`src/spi_pkg.sv`:
```
/*
 * Shared constants for the serial port: register map, field positions,
 * reset values, operating modes and clock divider counts.
 * Assumes a 20 MHz system clock and a 32-bit AXI4-Lite register bus.
 */
package spi_pkg;

	// ==========================================================
	// Widths
	localparam int DATA_W     = 8;
	localparam int FIFO_DEPTH = 8;
	localparam int ADDR_W     = 8;
	localparam int EDGE_W     = 4;
	localparam int DIV_W      = 9;

	// ==========================================================
	// Register byte offsets
	localparam logic [ADDR_W-1:0] OFS_STATUS = 8'h00;
	localparam logic [ADDR_W-1:0] OFS_CON1   = 8'h04;
	localparam logic [ADDR_W-1:0] OFS_CON3   = 8'h08;
	localparam logic [ADDR_W-1:0] OFS_DATA   = 8'h0C;
	localparam logic [ADDR_W-1:0] OFS_RELOAD = 8'h10;
	localparam logic [ADDR_W-1:0] OFS_EVENT  = 8'h14;

	// ==========================================================
	// Field positions
	localparam int STAT_SMP  = 7;
	localparam int STAT_CKE  = 6;
	localparam int STAT_FULL = 0;
	localparam int CON1_WCOL = 7;
	localparam int CON1_OVF  = 6;
	localparam int CON1_EN   = 5;
	localparam int CON1_CKP  = 4;
	localparam int CON3_OVW  = 4;
	localparam int EVT_FLAG  = 0;

	// ==========================================================
	// Reset values
	localparam logic [7:0] RST_STATUS = 8'h00;
	localparam logic [7:0] RST_CON1   = 8'h00;
	localparam logic [7:0] RST_CON3   = 8'h00;
	localparam logic [7:0] RST_DATA   = 8'h00;
	localparam logic [7:0] RST_RELOAD = 8'h00;

	// ==========================================================
	// Operating modes in the low nibble of control one
	localparam logic [3:0] MODE_M4     = 4'h0;
	localparam logic [3:0] MODE_M16    = 4'h1;
	localparam logic [3:0] MODE_M64    = 4'h2;
	localparam logic [3:0] MODE_MRLD   = 4'hA;
	localparam logic [3:0] MODE_S_SS   = 4'h4;
	localparam logic [3:0] MODE_S_NOSS = 4'h5;

	// ==========================================================
	// Half period of the master clock, in system cycles, and the index of the last of a byte's 16 clock edges
	localparam logic [DIV_W-1:0] HALF_M4  = 9'h002;
	localparam logic [DIV_W-1:0] HALF_M16 = 9'h008;
	localparam logic [DIV_W-1:0] HALF_M64 = 9'h020;
	localparam logic [EDGE_W-1:0] LAST_EDGE = 4'hF;

	// ==========================================================
	// Bus responses and shift engine states
	localparam logic [1:0] RESP_OKAY   = 2'b00;
	localparam logic [1:0] RESP_SLVERR = 2'b10;

	typedef enum logic [1:0] {ST_IDLE, ST_WAIT, ST_SHIFT} eng_state_t;

endpackage : spi_pkg

```
`src/stream_if.sv`:
```
/*
 * Valid/ready byte stream between the shift engine and the receive FIFO.
 * Assumes both ends run on the same clock.
 */
`timescale 1ns/1ps
interface stream_if #(parameter int WIDTH = 8);
	logic             valid;
	logic             ready;
	logic [WIDTH-1:0] data;

	modport src (output valid, output data, input ready);
	modport dst (input valid, input data, output ready);
endinterface : stream_if

```
`src/byte_fifo.sv`:
```
/*
 * Synchronous FIFO with valid/ready on both sides.
 * Assumes one clock and a power-of-two depth.
 */
`timescale 1ns/1ps
module byte_fifo #(
	parameter int WIDTH = 8,
	parameter int DEPTH = 8
) (
	// Clock and reset
	input  wire logic clk,
	input  wire logic rst_n,
	// Streams
	stream_if.dst     fill,
	stream_if.src     drain
);
	localparam int PW = $clog2(DEPTH);

	logic [WIDTH-1:0] mem_q [DEPTH];
	logic [PW:0]      wr_q;
	logic [PW:0]      rd_q;
	logic             full;
	logic             empty;

	// ==========================================================
	// Flags
	assign empty       = (wr_q == rd_q);
	assign full        = (wr_q[PW] != rd_q[PW]) && (wr_q[PW-1:0] == rd_q[PW-1:0]);
	assign fill.ready  = !full;
	assign drain.valid = !empty;
	assign drain.data  = mem_q[rd_q[PW-1:0]];

	// ==========================================================
	// Pointers
	always_ff @(posedge clk or negedge rst_n)
	begin
		if (!rst_n)
		begin
			wr_q <= '0;
			rd_q <= '0;
		end
		else
		begin
			if (fill.valid && !full)
				wr_q <= wr_q + 1'b1;
			if (drain.ready && !empty)
				rd_q <= rd_q + 1'b1;
		end
	end

	// Storage has no reset; a word is only read after it was written
	always_ff @(posedge clk)
	begin
		if (fill.valid && !full)
			mem_q[wr_q[PW-1:0]] <= fill.data;
	end

endmodule : byte_fifo

```
`src/spi_port_top.sv`:
```
/*
 * Serial port register file and byte shift engine with an AXI4-Lite
 * slave, master and slave clocking, and a receive FIFO ahead of the
 * data buffer. Assumes pins arrive asynchronously and the bench
 * resolves the two-way clock pin from sck_oe.
 */
// Design decisions made here: the register offsets and the AXI4-Lite slave port.
`timescale 1ns/1ps
module spi_port_top
	import spi_pkg::*;
(
	// Clock and reset
	input  wire logic              clk,
	input  wire logic              rst_n,
	// AXI4-Lite write
	input  wire logic [ADDR_W-1:0] awaddr,
	input  wire logic              awvalid,
	output logic                   awready,
	input  wire logic [31:0]       wdata,
	input  wire logic [3:0]        wstrb,
	input  wire logic              wvalid,
	output logic                   wready,
	output logic [1:0]             bresp,
	output logic                   bvalid,
	input  wire logic              bready,
	// AXI4-Lite read
	input  wire logic [ADDR_W-1:0] araddr,
	input  wire logic              arvalid,
	output logic                   arready,
	output logic [31:0]            rdata,
	output logic [1:0]             rresp,
	output logic                   rvalid,
	input  wire logic              rready,
	// Serial pins
	input  wire logic              sck_i,
	output logic                   sck_o,
	output logic                   sck_oe,
	input  wire logic              sdi,
	output logic                   sdo,
	output logic                   sdo_oe,
	input  wire logic              ss_n
);

	// ==========================================================
	// Declarations
	logic [ADDR_W-1:0] awaddr_q;
	logic              aw_held_q;
	logic [7:0]        wbyte_q;
	logic              wstrb0_q;
	logic              w_held_q;
	logic              do_write;
	logic              wr_ok;
	logic              rd_ok;
	logic [7:0]        rd_val;
	logic              rd_take;

	logic              smp_q;
	logic              cke_q;
	logic              full_q;
	logic              wcol_q;
	logic              ovf_q;
	logic              en_q;
	logic              ckp_q;
	logic [3:0]        mode_q;
	logic [7:0]        con3_q;
	logic [DATA_W-1:0] buf_q;
	logic [7:0]        reload_q;
	logic              evt_q;

	logic              sck_s1_q, sck_s2_q, sck_s3_q;
	logic              sdi_s1_q, sdi_s2_q;
	logic              ss_s1_q, ss_s2_q;

	eng_state_t        state_q;
	logic [DIV_W-1:0]  div_q;
	logic [DIV_W-1:0]  half;
	logic              sck_q;
	logic [EDGE_W-1:0] edge_q;
	logic [DATA_W-1:0] shift_q;
	logic              sample_q;
	logic              sdo_q;

	logic              master;
	logic              slave;
	logic              selected;
	logic              tick;
	logic              lead;
	logic              trail;
	logic              any_edge;
	logic              sample_ev;
	logic              shift_ev;
	logic              done;
	logic              busy;
	logic              buf_wr;
	logic              buf_rd;
	logic              load;
	logic              collide;
	logic              pop;

	stream_if #(.WIDTH(DATA_W)) rx_in ();
	stream_if #(.WIDTH(DATA_W)) rx_out ();

	// ==========================================================
	// AXI4-Lite write channel
	assign awready  = !aw_held_q && !bvalid;
	assign wready   = !w_held_q && !bvalid;
	assign do_write = aw_held_q && w_held_q && !bvalid;

	always_comb
	begin
		case (awaddr_q)
			OFS_STATUS, OFS_CON1, OFS_CON3, OFS_DATA, OFS_RELOAD, OFS_EVENT: wr_ok = 1'b1;
			default: wr_ok = 1'b0;
		endcase
	end

	always_ff @(posedge clk or negedge rst_n)
	begin
		if (!rst_n)
		begin
			aw_held_q <= 1'b0;
			awaddr_q  <= '0;
			w_held_q  <= 1'b0;
			wbyte_q   <= '0;
			wstrb0_q  <= 1'b0;
			bvalid    <= 1'b0;
			bresp     <= RESP_OKAY;
		end
		else
		begin
			if (awvalid && awready)
			begin
				aw_held_q <= 1'b1;
				awaddr_q  <= {awaddr[ADDR_W-1:2], 2'b00};
			end
			if (wvalid && wready)
			begin
				w_held_q <= 1'b1;
				wbyte_q  <= wdata[7:0];
				wstrb0_q <= wstrb[0];
			end
			if (do_write)
			begin
				aw_held_q <= 1'b0;
				w_held_q  <= 1'b0;
				bvalid    <= 1'b1;
				bresp     <= wr_ok ? RESP_OKAY : RESP_SLVERR;
			end
			else if (bvalid && bready)
				bvalid <= 1'b0;
		end
	end

	// ==========================================================
	// AXI4-Lite read channel
	assign arready = !rvalid;
	assign rd_take = arvalid && arready;
	assign buf_rd  = rd_take && ({araddr[ADDR_W-1:2], 2'b00} == OFS_DATA);

	always_comb
	begin
		rd_ok = 1'b1;
		case ({araddr[ADDR_W-1:2], 2'b00})
			OFS_STATUS: rd_val = {smp_q, cke_q, 5'b0_0000, full_q};
			OFS_CON1:   rd_val = {wcol_q, ovf_q, en_q, ckp_q, mode_q};
			OFS_CON3:   rd_val = con3_q;
			OFS_DATA:   rd_val = buf_q;
			OFS_RELOAD: rd_val = reload_q;
			OFS_EVENT:  rd_val = {7'b000_0000, evt_q};
			default:
			begin
				rd_val = '0;
				rd_ok  = 1'b0;
			end
		endcase
	end

	always_ff @(posedge clk or negedge rst_n)
	begin
		if (!rst_n)
		begin
			rvalid <= 1'b0;
			rdata  <= '0;
			rresp  <= RESP_OKAY;
		end
		else if (rd_take)
		begin
			rvalid <= 1'b1;
			rdata  <= {24'h00_0000, rd_val};
			rresp  <= rd_ok ? RESP_OKAY : RESP_SLVERR;
		end
		else if (rvalid && rready)
			rvalid <= 1'b0;
	end

	// ==========================================================
	// Registers
	assign buf_wr  = do_write && wstrb0_q && (awaddr_q == OFS_DATA);
	assign collide = buf_wr && busy;
	assign load    = buf_wr && !busy && en_q;
	// A bus write to the buffer takes priority over a FIFO pop in that cycle
	assign pop     = rx_out.valid && rx_out.ready;
	assign rx_out.ready = (!full_q || con3_q[CON3_OVW]) && !buf_wr;

	always_ff @(posedge clk or negedge rst_n)
	begin
		if (!rst_n)
		begin
			smp_q    <= RST_STATUS[STAT_SMP];
			cke_q    <= RST_STATUS[STAT_CKE];
			en_q     <= RST_CON1[CON1_EN];
			ckp_q    <= RST_CON1[CON1_CKP];
			mode_q   <= RST_CON1[3:0];
			con3_q   <= RST_CON3;
			reload_q <= RST_RELOAD;
		end
		else if (do_write && wstrb0_q)
		begin
			if (awaddr_q == OFS_STATUS)
			begin
				smp_q <= wbyte_q[STAT_SMP];
				cke_q <= wbyte_q[STAT_CKE];
			end
			if (awaddr_q == OFS_CON1)
			begin
				en_q   <= wbyte_q[CON1_EN];
				ckp_q  <= wbyte_q[CON1_CKP];
				mode_q <= wbyte_q[3:0];
			end
			if (awaddr_q == OFS_CON3)
				con3_q <= wbyte_q;
			if (awaddr_q == OFS_RELOAD)
				reload_q <= wbyte_q;
		end
	end

	// Hardware set wins over a software clear in the same cycle
	always_ff @(posedge clk or negedge rst_n)
	begin
		if (!rst_n)
		begin
			wcol_q <= RST_CON1[CON1_WCOL];
			ovf_q  <= RST_CON1[CON1_OVF];
			evt_q  <= 1'b0;
		end
		else
		begin
			if (collide)
				wcol_q <= 1'b1;
			else if (do_write && wstrb0_q && awaddr_q == OFS_CON1)
				wcol_q <= wbyte_q[CON1_WCOL];
			if (done && !rx_in.ready)
				ovf_q <= 1'b1;
			else if (do_write && wstrb0_q && awaddr_q == OFS_CON1)
				ovf_q <= wbyte_q[CON1_OVF];
			if (pop)
				evt_q <= 1'b1;
			else if (do_write && wstrb0_q && awaddr_q == OFS_EVENT && wbyte_q[EVT_FLAG])
				evt_q <= 1'b0;
		end
	end

	// Full flag: set by a received byte, cleared by reading the buffer
	always_ff @(posedge clk or negedge rst_n)
	begin
		if (!rst_n)
		begin
			buf_q  <= RST_DATA;
			full_q <= 1'b0;
		end
		else if (load)
			buf_q <= wbyte_q;
		else if (pop)
		begin
			buf_q  <= rx_out.data;
			full_q <= 1'b1;
		end
		else if (buf_rd)
			full_q <= 1'b0;
	end

	// ==========================================================
	// Pin synchronisers
	always_ff @(posedge clk or negedge rst_n)
	begin
		if (!rst_n)
		begin
			{sck_s1_q, sck_s2_q, sck_s3_q} <= 3'b000;
			{sdi_s1_q, sdi_s2_q}           <= 2'b00;
			{ss_s1_q, ss_s2_q}             <= 2'b11;
		end
		else
		begin
			{sck_s1_q, sck_s2_q, sck_s3_q} <= {sck_i, sck_s1_q, sck_s2_q};
			{sdi_s1_q, sdi_s2_q}           <= {sdi, sdi_s1_q};
			{ss_s1_q, ss_s2_q}             <= {ss_n, ss_s1_q};
		end
	end

	// ==========================================================
	// Edge events
	assign master   = (mode_q == MODE_M4) || (mode_q == MODE_M16) || (mode_q == MODE_M64) || (mode_q == MODE_MRLD);
	assign slave    = (mode_q == MODE_S_SS) || (mode_q == MODE_S_NOSS);
	assign selected = (mode_q == MODE_S_NOSS) || !ss_s2_q;
	assign tick     = (state_q == ST_SHIFT) && (div_q == '0);

	always_comb
	begin
		lead  = 1'b0;
		trail = 1'b0;
		if (en_q && master && tick)
		begin
			lead  = (sck_q == ckp_q);
			trail = (sck_q != ckp_q);
		end
		else if (en_q && slave && selected && (sck_s2_q != sck_s3_q))
		begin
			lead  = (sck_s3_q == ckp_q);
			trail = (sck_s3_q != ckp_q);
		end
	end

	// With clock edge select set, data is sampled on the leading edge
	assign any_edge  = lead || trail;
	assign sample_ev = cke_q ? lead : trail;
	assign shift_ev  = cke_q ? trail : lead;
	assign done      = any_edge && (edge_q == LAST_EDGE);
	assign busy      = (state_q != ST_IDLE) || (edge_q != '0);
	assign rx_in.valid = done;
	assign rx_in.data  = {shift_q[DATA_W-2:0], cke_q ? sample_q : sdi_s2_q};

	always_comb
	begin
		case (mode_q)
			MODE_M16:  half = HALF_M16;
			MODE_M64:  half = HALF_M64;
			MODE_MRLD: half = {1'b0, reload_q} + 1'b1;
			default:   half = HALF_M4;
		endcase
	end

	// ==========================================================
	// Master sequencer; it waits for FIFO room so a finished byte is never lost
	always_ff @(posedge clk or negedge rst_n)
	begin
		if (!rst_n)
		begin
			state_q <= ST_IDLE;
			div_q   <= '0;
			sck_q   <= 1'b0;
		end
		else if (!en_q || !master)
		begin
			state_q <= ST_IDLE;
			sck_q   <= ckp_q;
		end
		else
		begin
			case (state_q)
				ST_IDLE:
				begin
					sck_q <= ckp_q;
					if (load)
						state_q <= ST_WAIT;
				end
				ST_WAIT:
				begin
					if (rx_in.ready)
					begin
						state_q <= ST_SHIFT;
						div_q   <= half - 1'b1;
					end
				end
				ST_SHIFT:
				begin
					if (tick)
					begin
						sck_q <= !sck_q;
						div_q <= half - 1'b1;
						if (done)
							state_q <= ST_IDLE;
					end
					else
						div_q <= div_q - 1'b1;
				end
				default: state_q <= ST_IDLE;
			endcase
		end
	end

	// ==========================================================
	// Shifter, shared by both directions
	always_ff @(posedge clk or negedge rst_n)
	begin
		if (!rst_n)
		begin
			edge_q   <= '0;
			shift_q  <= '0;
			sample_q <= 1'b0;
			sdo_q    <= 1'b0;
		end
		else if (!en_q || (slave && !selected))
			edge_q <= '0;
		else
		begin
			if (load)
			begin
				shift_q <= wbyte_q;
				sdo_q   <= wbyte_q[DATA_W-1];
			end
			if (any_edge)
				edge_q <= edge_q + 1'b1;
			if (sample_ev)
				sample_q <= sdi_s2_q;
			if (shift_ev)
			begin
				shift_q <= {shift_q[DATA_W-2:0], sample_q};
				sdo_q   <= cke_q ? shift_q[DATA_W-2] : shift_q[DATA_W-1];
			end
		end
	end

	// ==========================================================
	// Receive FIFO and pins
	byte_fifo #(.WIDTH(DATA_W), .DEPTH(FIFO_DEPTH)) rx_fifo (
		.clk   (clk),
		.rst_n (rst_n),
		.fill  (rx_in),
		.drain (rx_out)
	);

	assign sck_o  = sck_q;
	assign sck_oe = en_q && master;
	assign sdo    = sdo_q;
	assign sdo_oe = en_q && (master || (slave && selected));

endmodule : spi_port_top

```
`config.mk`:
```
export PLATFORM = sky130hd
export DESIGN_NAME = spi_port_top
export DESIGN_NICKNAME = d
export VERILOG_FILES = /design/src/spi_pkg.sv /design/src/stream_if.sv /design/src/byte_fifo.sv /design/src/spi_port_top.sv
export SDC_FILE = /design/constraint.sdc
export NUM_CORES = 1
export LEC_CHECK = 0
export ABC_CLOCK_PERIOD_IN_PS = 2900
export BUFFER_PORTS_ARGS = -buffer_cell sky130_fd_sc_hd__buf_2
export CAP_MARGIN = 20
export CORE_MARGIN = 5
export CORE_UTILIZATION = 50
export CTS_CLUSTER_SIZE = 12
export DETAILED_ROUTE_END_ITERATION = 16
export PLACE_DENSITY = 0.73
export SLEW_MARGIN = 20
export SYNTH_ARGS = -nofsm -noshare
export SYNTH_HDL_FRONTEND = slang
export SYNTH_SLANG_ARGS = --single-unit
```
`constraint.sdc`:
```
create_clock -name clk -period 2.9 [get_ports clk]
set_input_delay 0.58 -clock clk [delete_from_list [all_inputs] [get_ports clk]]
set_output_delay 0.58 -clock clk [all_outputs]
set_load 0.05 [all_outputs]
```
==> flow_summary_export.csv <==
group,metric,value,unit
layout,stdcell_count,963,
die,die_h,139,microns
drt,drt_iter0_markers,453,
timing,relSlewSlack,54.9,%
global_routing,grt_max_degree,51,
synthesis,synthFlopType,"dfrtp_1",
synthesis,synth_seq_cells,170,
clock_network,clock_latency,0.43,ns
timing,worst_hold_slack,0.143,ns
drt,ant_nets,0,
place,gp_congestion,0.865,
synthesis,synth_xor_area_share,2.54,%
place,placedCellCount,931,
clock_network,cts.sinks,170,
critical_path,worstSetupStartpointType,"flip-flop",
synthesis,synth_top_cell_by_area,"dfrtp_1",
layout,syn_to_final_growth,12.3,%
synthesis,syn_inst,670,
power,ir_worst_vdd,592,uV
synthesis,synth_top_family_by_area,"simple AND/OR/NAND/NOR gates",
critical_path,cp.required,2.32,ns
die,die_width,139,microns
worst_hold_path,min_path_type,"input pin to async pin",
synthesis,synthTopCellsByArea,"dfrtp_1 31%, edfxtp_1 23%, mux2_2 5.0%, mux4_2 4.6%, buf_4 2.5%",
synthesis,synthMuxAreaShare,12.4,%
power,p_per_area,756,mW/mm^2
clock_network,numCtsBuffers,17,
die,start_util,50.4,%
timing,fin_crit_sh,89.8,%
die,coreArea,0.0164,sq mm
synthesis,yosysTopAreaCellShare,31.5,%
timing,finalSetupTns,0,ns
drt,drc,0,
clock_network,post-cts-setup-buffer-count,0,
place,pre_cts_ws,0.413,ns
timing,fin_crit,2.60,ns
timing,slew_viol_final,0,
die,dieArea,0.0192,sq mm
global_routing,grt_pass1_wl,29.7,mm
clock_network,hold_buffers,0,
place,hpwlAfterDp,13.0,mm
critical_path,end_kind,"output port",
outcome,status,"complete, no violations",
synthesis,synthArstFlopShare,62.4,%
power,combPwrFrac,22.2,%
global_routing,grt_remaining_overflow,0,
global_routing,antenna_found_initial,0,
synthesis,synth_common_cells,"104 x dfrtp_1, 64 x edfxtp_1, 49 x nor2_1, 45 x nand2_1, 37 x mux2_2",
global_routing,grt_use_total,19.3,%
drt,dr_total_vias,5557,
timing,max_freq,384,MHz
critical_path,crit_type,"flip-flop to output port",
clock_network,path_clk_slew,0.07,ns
timing,rsz0062_at_grt,"no",
synthesis,synth_area,0.00827,sq mm
synthesis,avgSynthCellArea,12.3,sq um
power,cellLeakagePower,3.89,nW
clock_network,cts_max_path_buffers,2,
critical_path,critPathArrivalTime,2.02,ns
timing,fin_ws,0.296,ns
die,io_pins,107,
layout,final_nets,804,
place,port_buffers,49,
timing,hold_violations,0,
synthesis,synthDistinctLibCells,79,
global_routing,grt_pass1_vias,5539,
layout,drive_gt1_share,24.6,%
synthesis,synth-edff-count,64,
synthesis,yosys_warnings,0,
synthesis,synth-compound-area-share,9.88,%
drt,first_pass_iters,5,
clock_network,htreeDepth,4,
clock_network,ctsResizeCount,0,
power,power,7.03,mW
timing,tightest_slew,0.674,ns
power,switchingPower,2.43,mW
synthesis,yosysMostFrequentCell,"dfrtp_1",
clock_network,cts_tree,"done",
drt,drt-total-wl,18.1,mm
power,swShare,34.5,%
critical_path,crit_fanout,12,
power,p_int,4.60,mW
synthesis,synthSimpleGateAreaFrac,12.5,%
die,rows,47,
power,seq_power_share,46.8,%
drt,wl_per_cell,18.8,microns
drt,viasPerCell,5.77,
timing,clock_skew,0.0110,ns
power,power.share.clock,31.0,%
timing,setup_viol,0,
layout,diodes,0,
synthesis,synth_fa_ha_area_share,1.82,%
run,drv_cap,0,
synthesis,yosysSeqAreaShare,55.3,%
clock_network,cts_root_buf,"clkbuf_16",
-- final cells by class --
class	instances	area, sq um
repair buffers	72	433
multi-input cells	440	3330
clock buffers	17	425
fillers	1324	7120
well taps	220	275
clock inverters	15	140
flip-flops and latches	170	4580
inverters	29	109
-- cell families after synthesis --
logic type	count (synthesis)
and+or+nand+nor	187
adders and majority gates	12
DFF	170
muxes	76
AOI/OAI and AO/OA	115
buffers and inverters	85
xor gates and xnor gates	24
other	1
-- placed cells by master, fill, tap and decap left out, types with 4 or more instances in the layout --
master | synthesis | routed
conb_1 | 1 | 26
a221oi_1 | 12 | 12
clkbuf_16 | 0 | 17
nor4_1 | 7 | 7
edfxtp_1 | 64 | 64
a221o_1 | 8 | 8
mux4_2 | 17 | 17
mux2i_1 | 20 | 20
o21a_1 | 4 | 4
inv_1 | 29 | 29
nor3_1 | 17 | 17
dfrtp_1 | 104 | 104
nand2_1 | 45 | 45
a21oi_1 | 21 | 21
nand4_1 | 5 | 5
nor2_1 | 49 | 49
mux2_2 | 37 | 37
nand3_1 | 18 | 18
or3_1 | 7 | 7
a21o_1 | 4 | 4
xnor2_1 | 14 | 14
buf_2 | 10 | 48
nand2b_1 | 4 | 4
clkinvlp_4 | 0 | 4
ha_1 | 12 | 12
buf_4 | 28 | 23
xor2_1 | 10 | 10
o21ai_0 | 31 | 31
-- metrics by stage --
stage / utilization [%] / area, sq um
2_1_floorplan: - / 8360
3_3_place_gp: 53.2 / 8730
3_5_place_dp: 53.2 / 8730
4_1_cts: 56.6 / 9290
5_1_grt: 56.6 / 9290
6_report: 56.6 / 9290
-- power groups by stage --
| stage | Sequential, mW | Clock [mW] | Combinational [mW] |
|---|---|---|---|
| finish | 3.29 | 2.18 | 1.56 |
| global route | 3.33 | 2.32 | 1.71 |
| CTS | 3.27 | 2.21 | 1.56 |
| detailed placement | 3.32 | 0 | 1.54 |
| global placement | 3.30 | 0 | 1.49 |
| floorplan | 3.17 | 0 | 1.23 |
-- final timing paths --
kind	startpoint	to	slack (ns)	cells past startpoint
worst max-delay path	mode_q[1]	sck_oe	0.30	4
worst min-delay path	rst_n	div_q[5]	0.14	1
worst max register to register	div_q[0]	rx_fifo.mem_q[1][0]	0.38	8
worst min register to register	ss_s1_q	ss_s2_q	0.36	0
max in group asynchronous	rst_n	ss_s1_q	2.06	2
min in group clk	ss_n	ss_s1_q	0.25	1
-- flip-flops by register name, indices dropped and copies added, names as in the netlist, 2 cells and up --
| name | cells |
|---|---|
| edge_q | 4 |
| state_q | 2 |
| div_q | 9 |
| wbyte_q | 8 |
| mode_q | 4 |
| awaddr_q | 6 |
| reload_q | 8 |
| rdata | 8 |
| shift_q | 8 |
| con3_q | 8 |
| buf_q | 8 |
| rx_fifo.mem_q | 64 |
| rx_fifo.wr_q | 4 |
| rx_fifo.rd_q | 4 |
-- routing by layer --
layer  GRT usage, %  share of wire [%]  vias to the layer above
li1               -                  -                     2552
met1           26.6                 43                     2747
met2           30.4                 48                      229
met3           4.34                7.0                       29
met4           7.26                1.9                        0
met5              0                  0                        -
-- worst max-delay path: stages (launching register included) --
cell     delay, ns
dfrtp_1       0.47
nor2b_4       0.17
o21ai_2       0.51
inv_1         0.19
buf_2         0.26
Power figures use the tool's default switching activity.
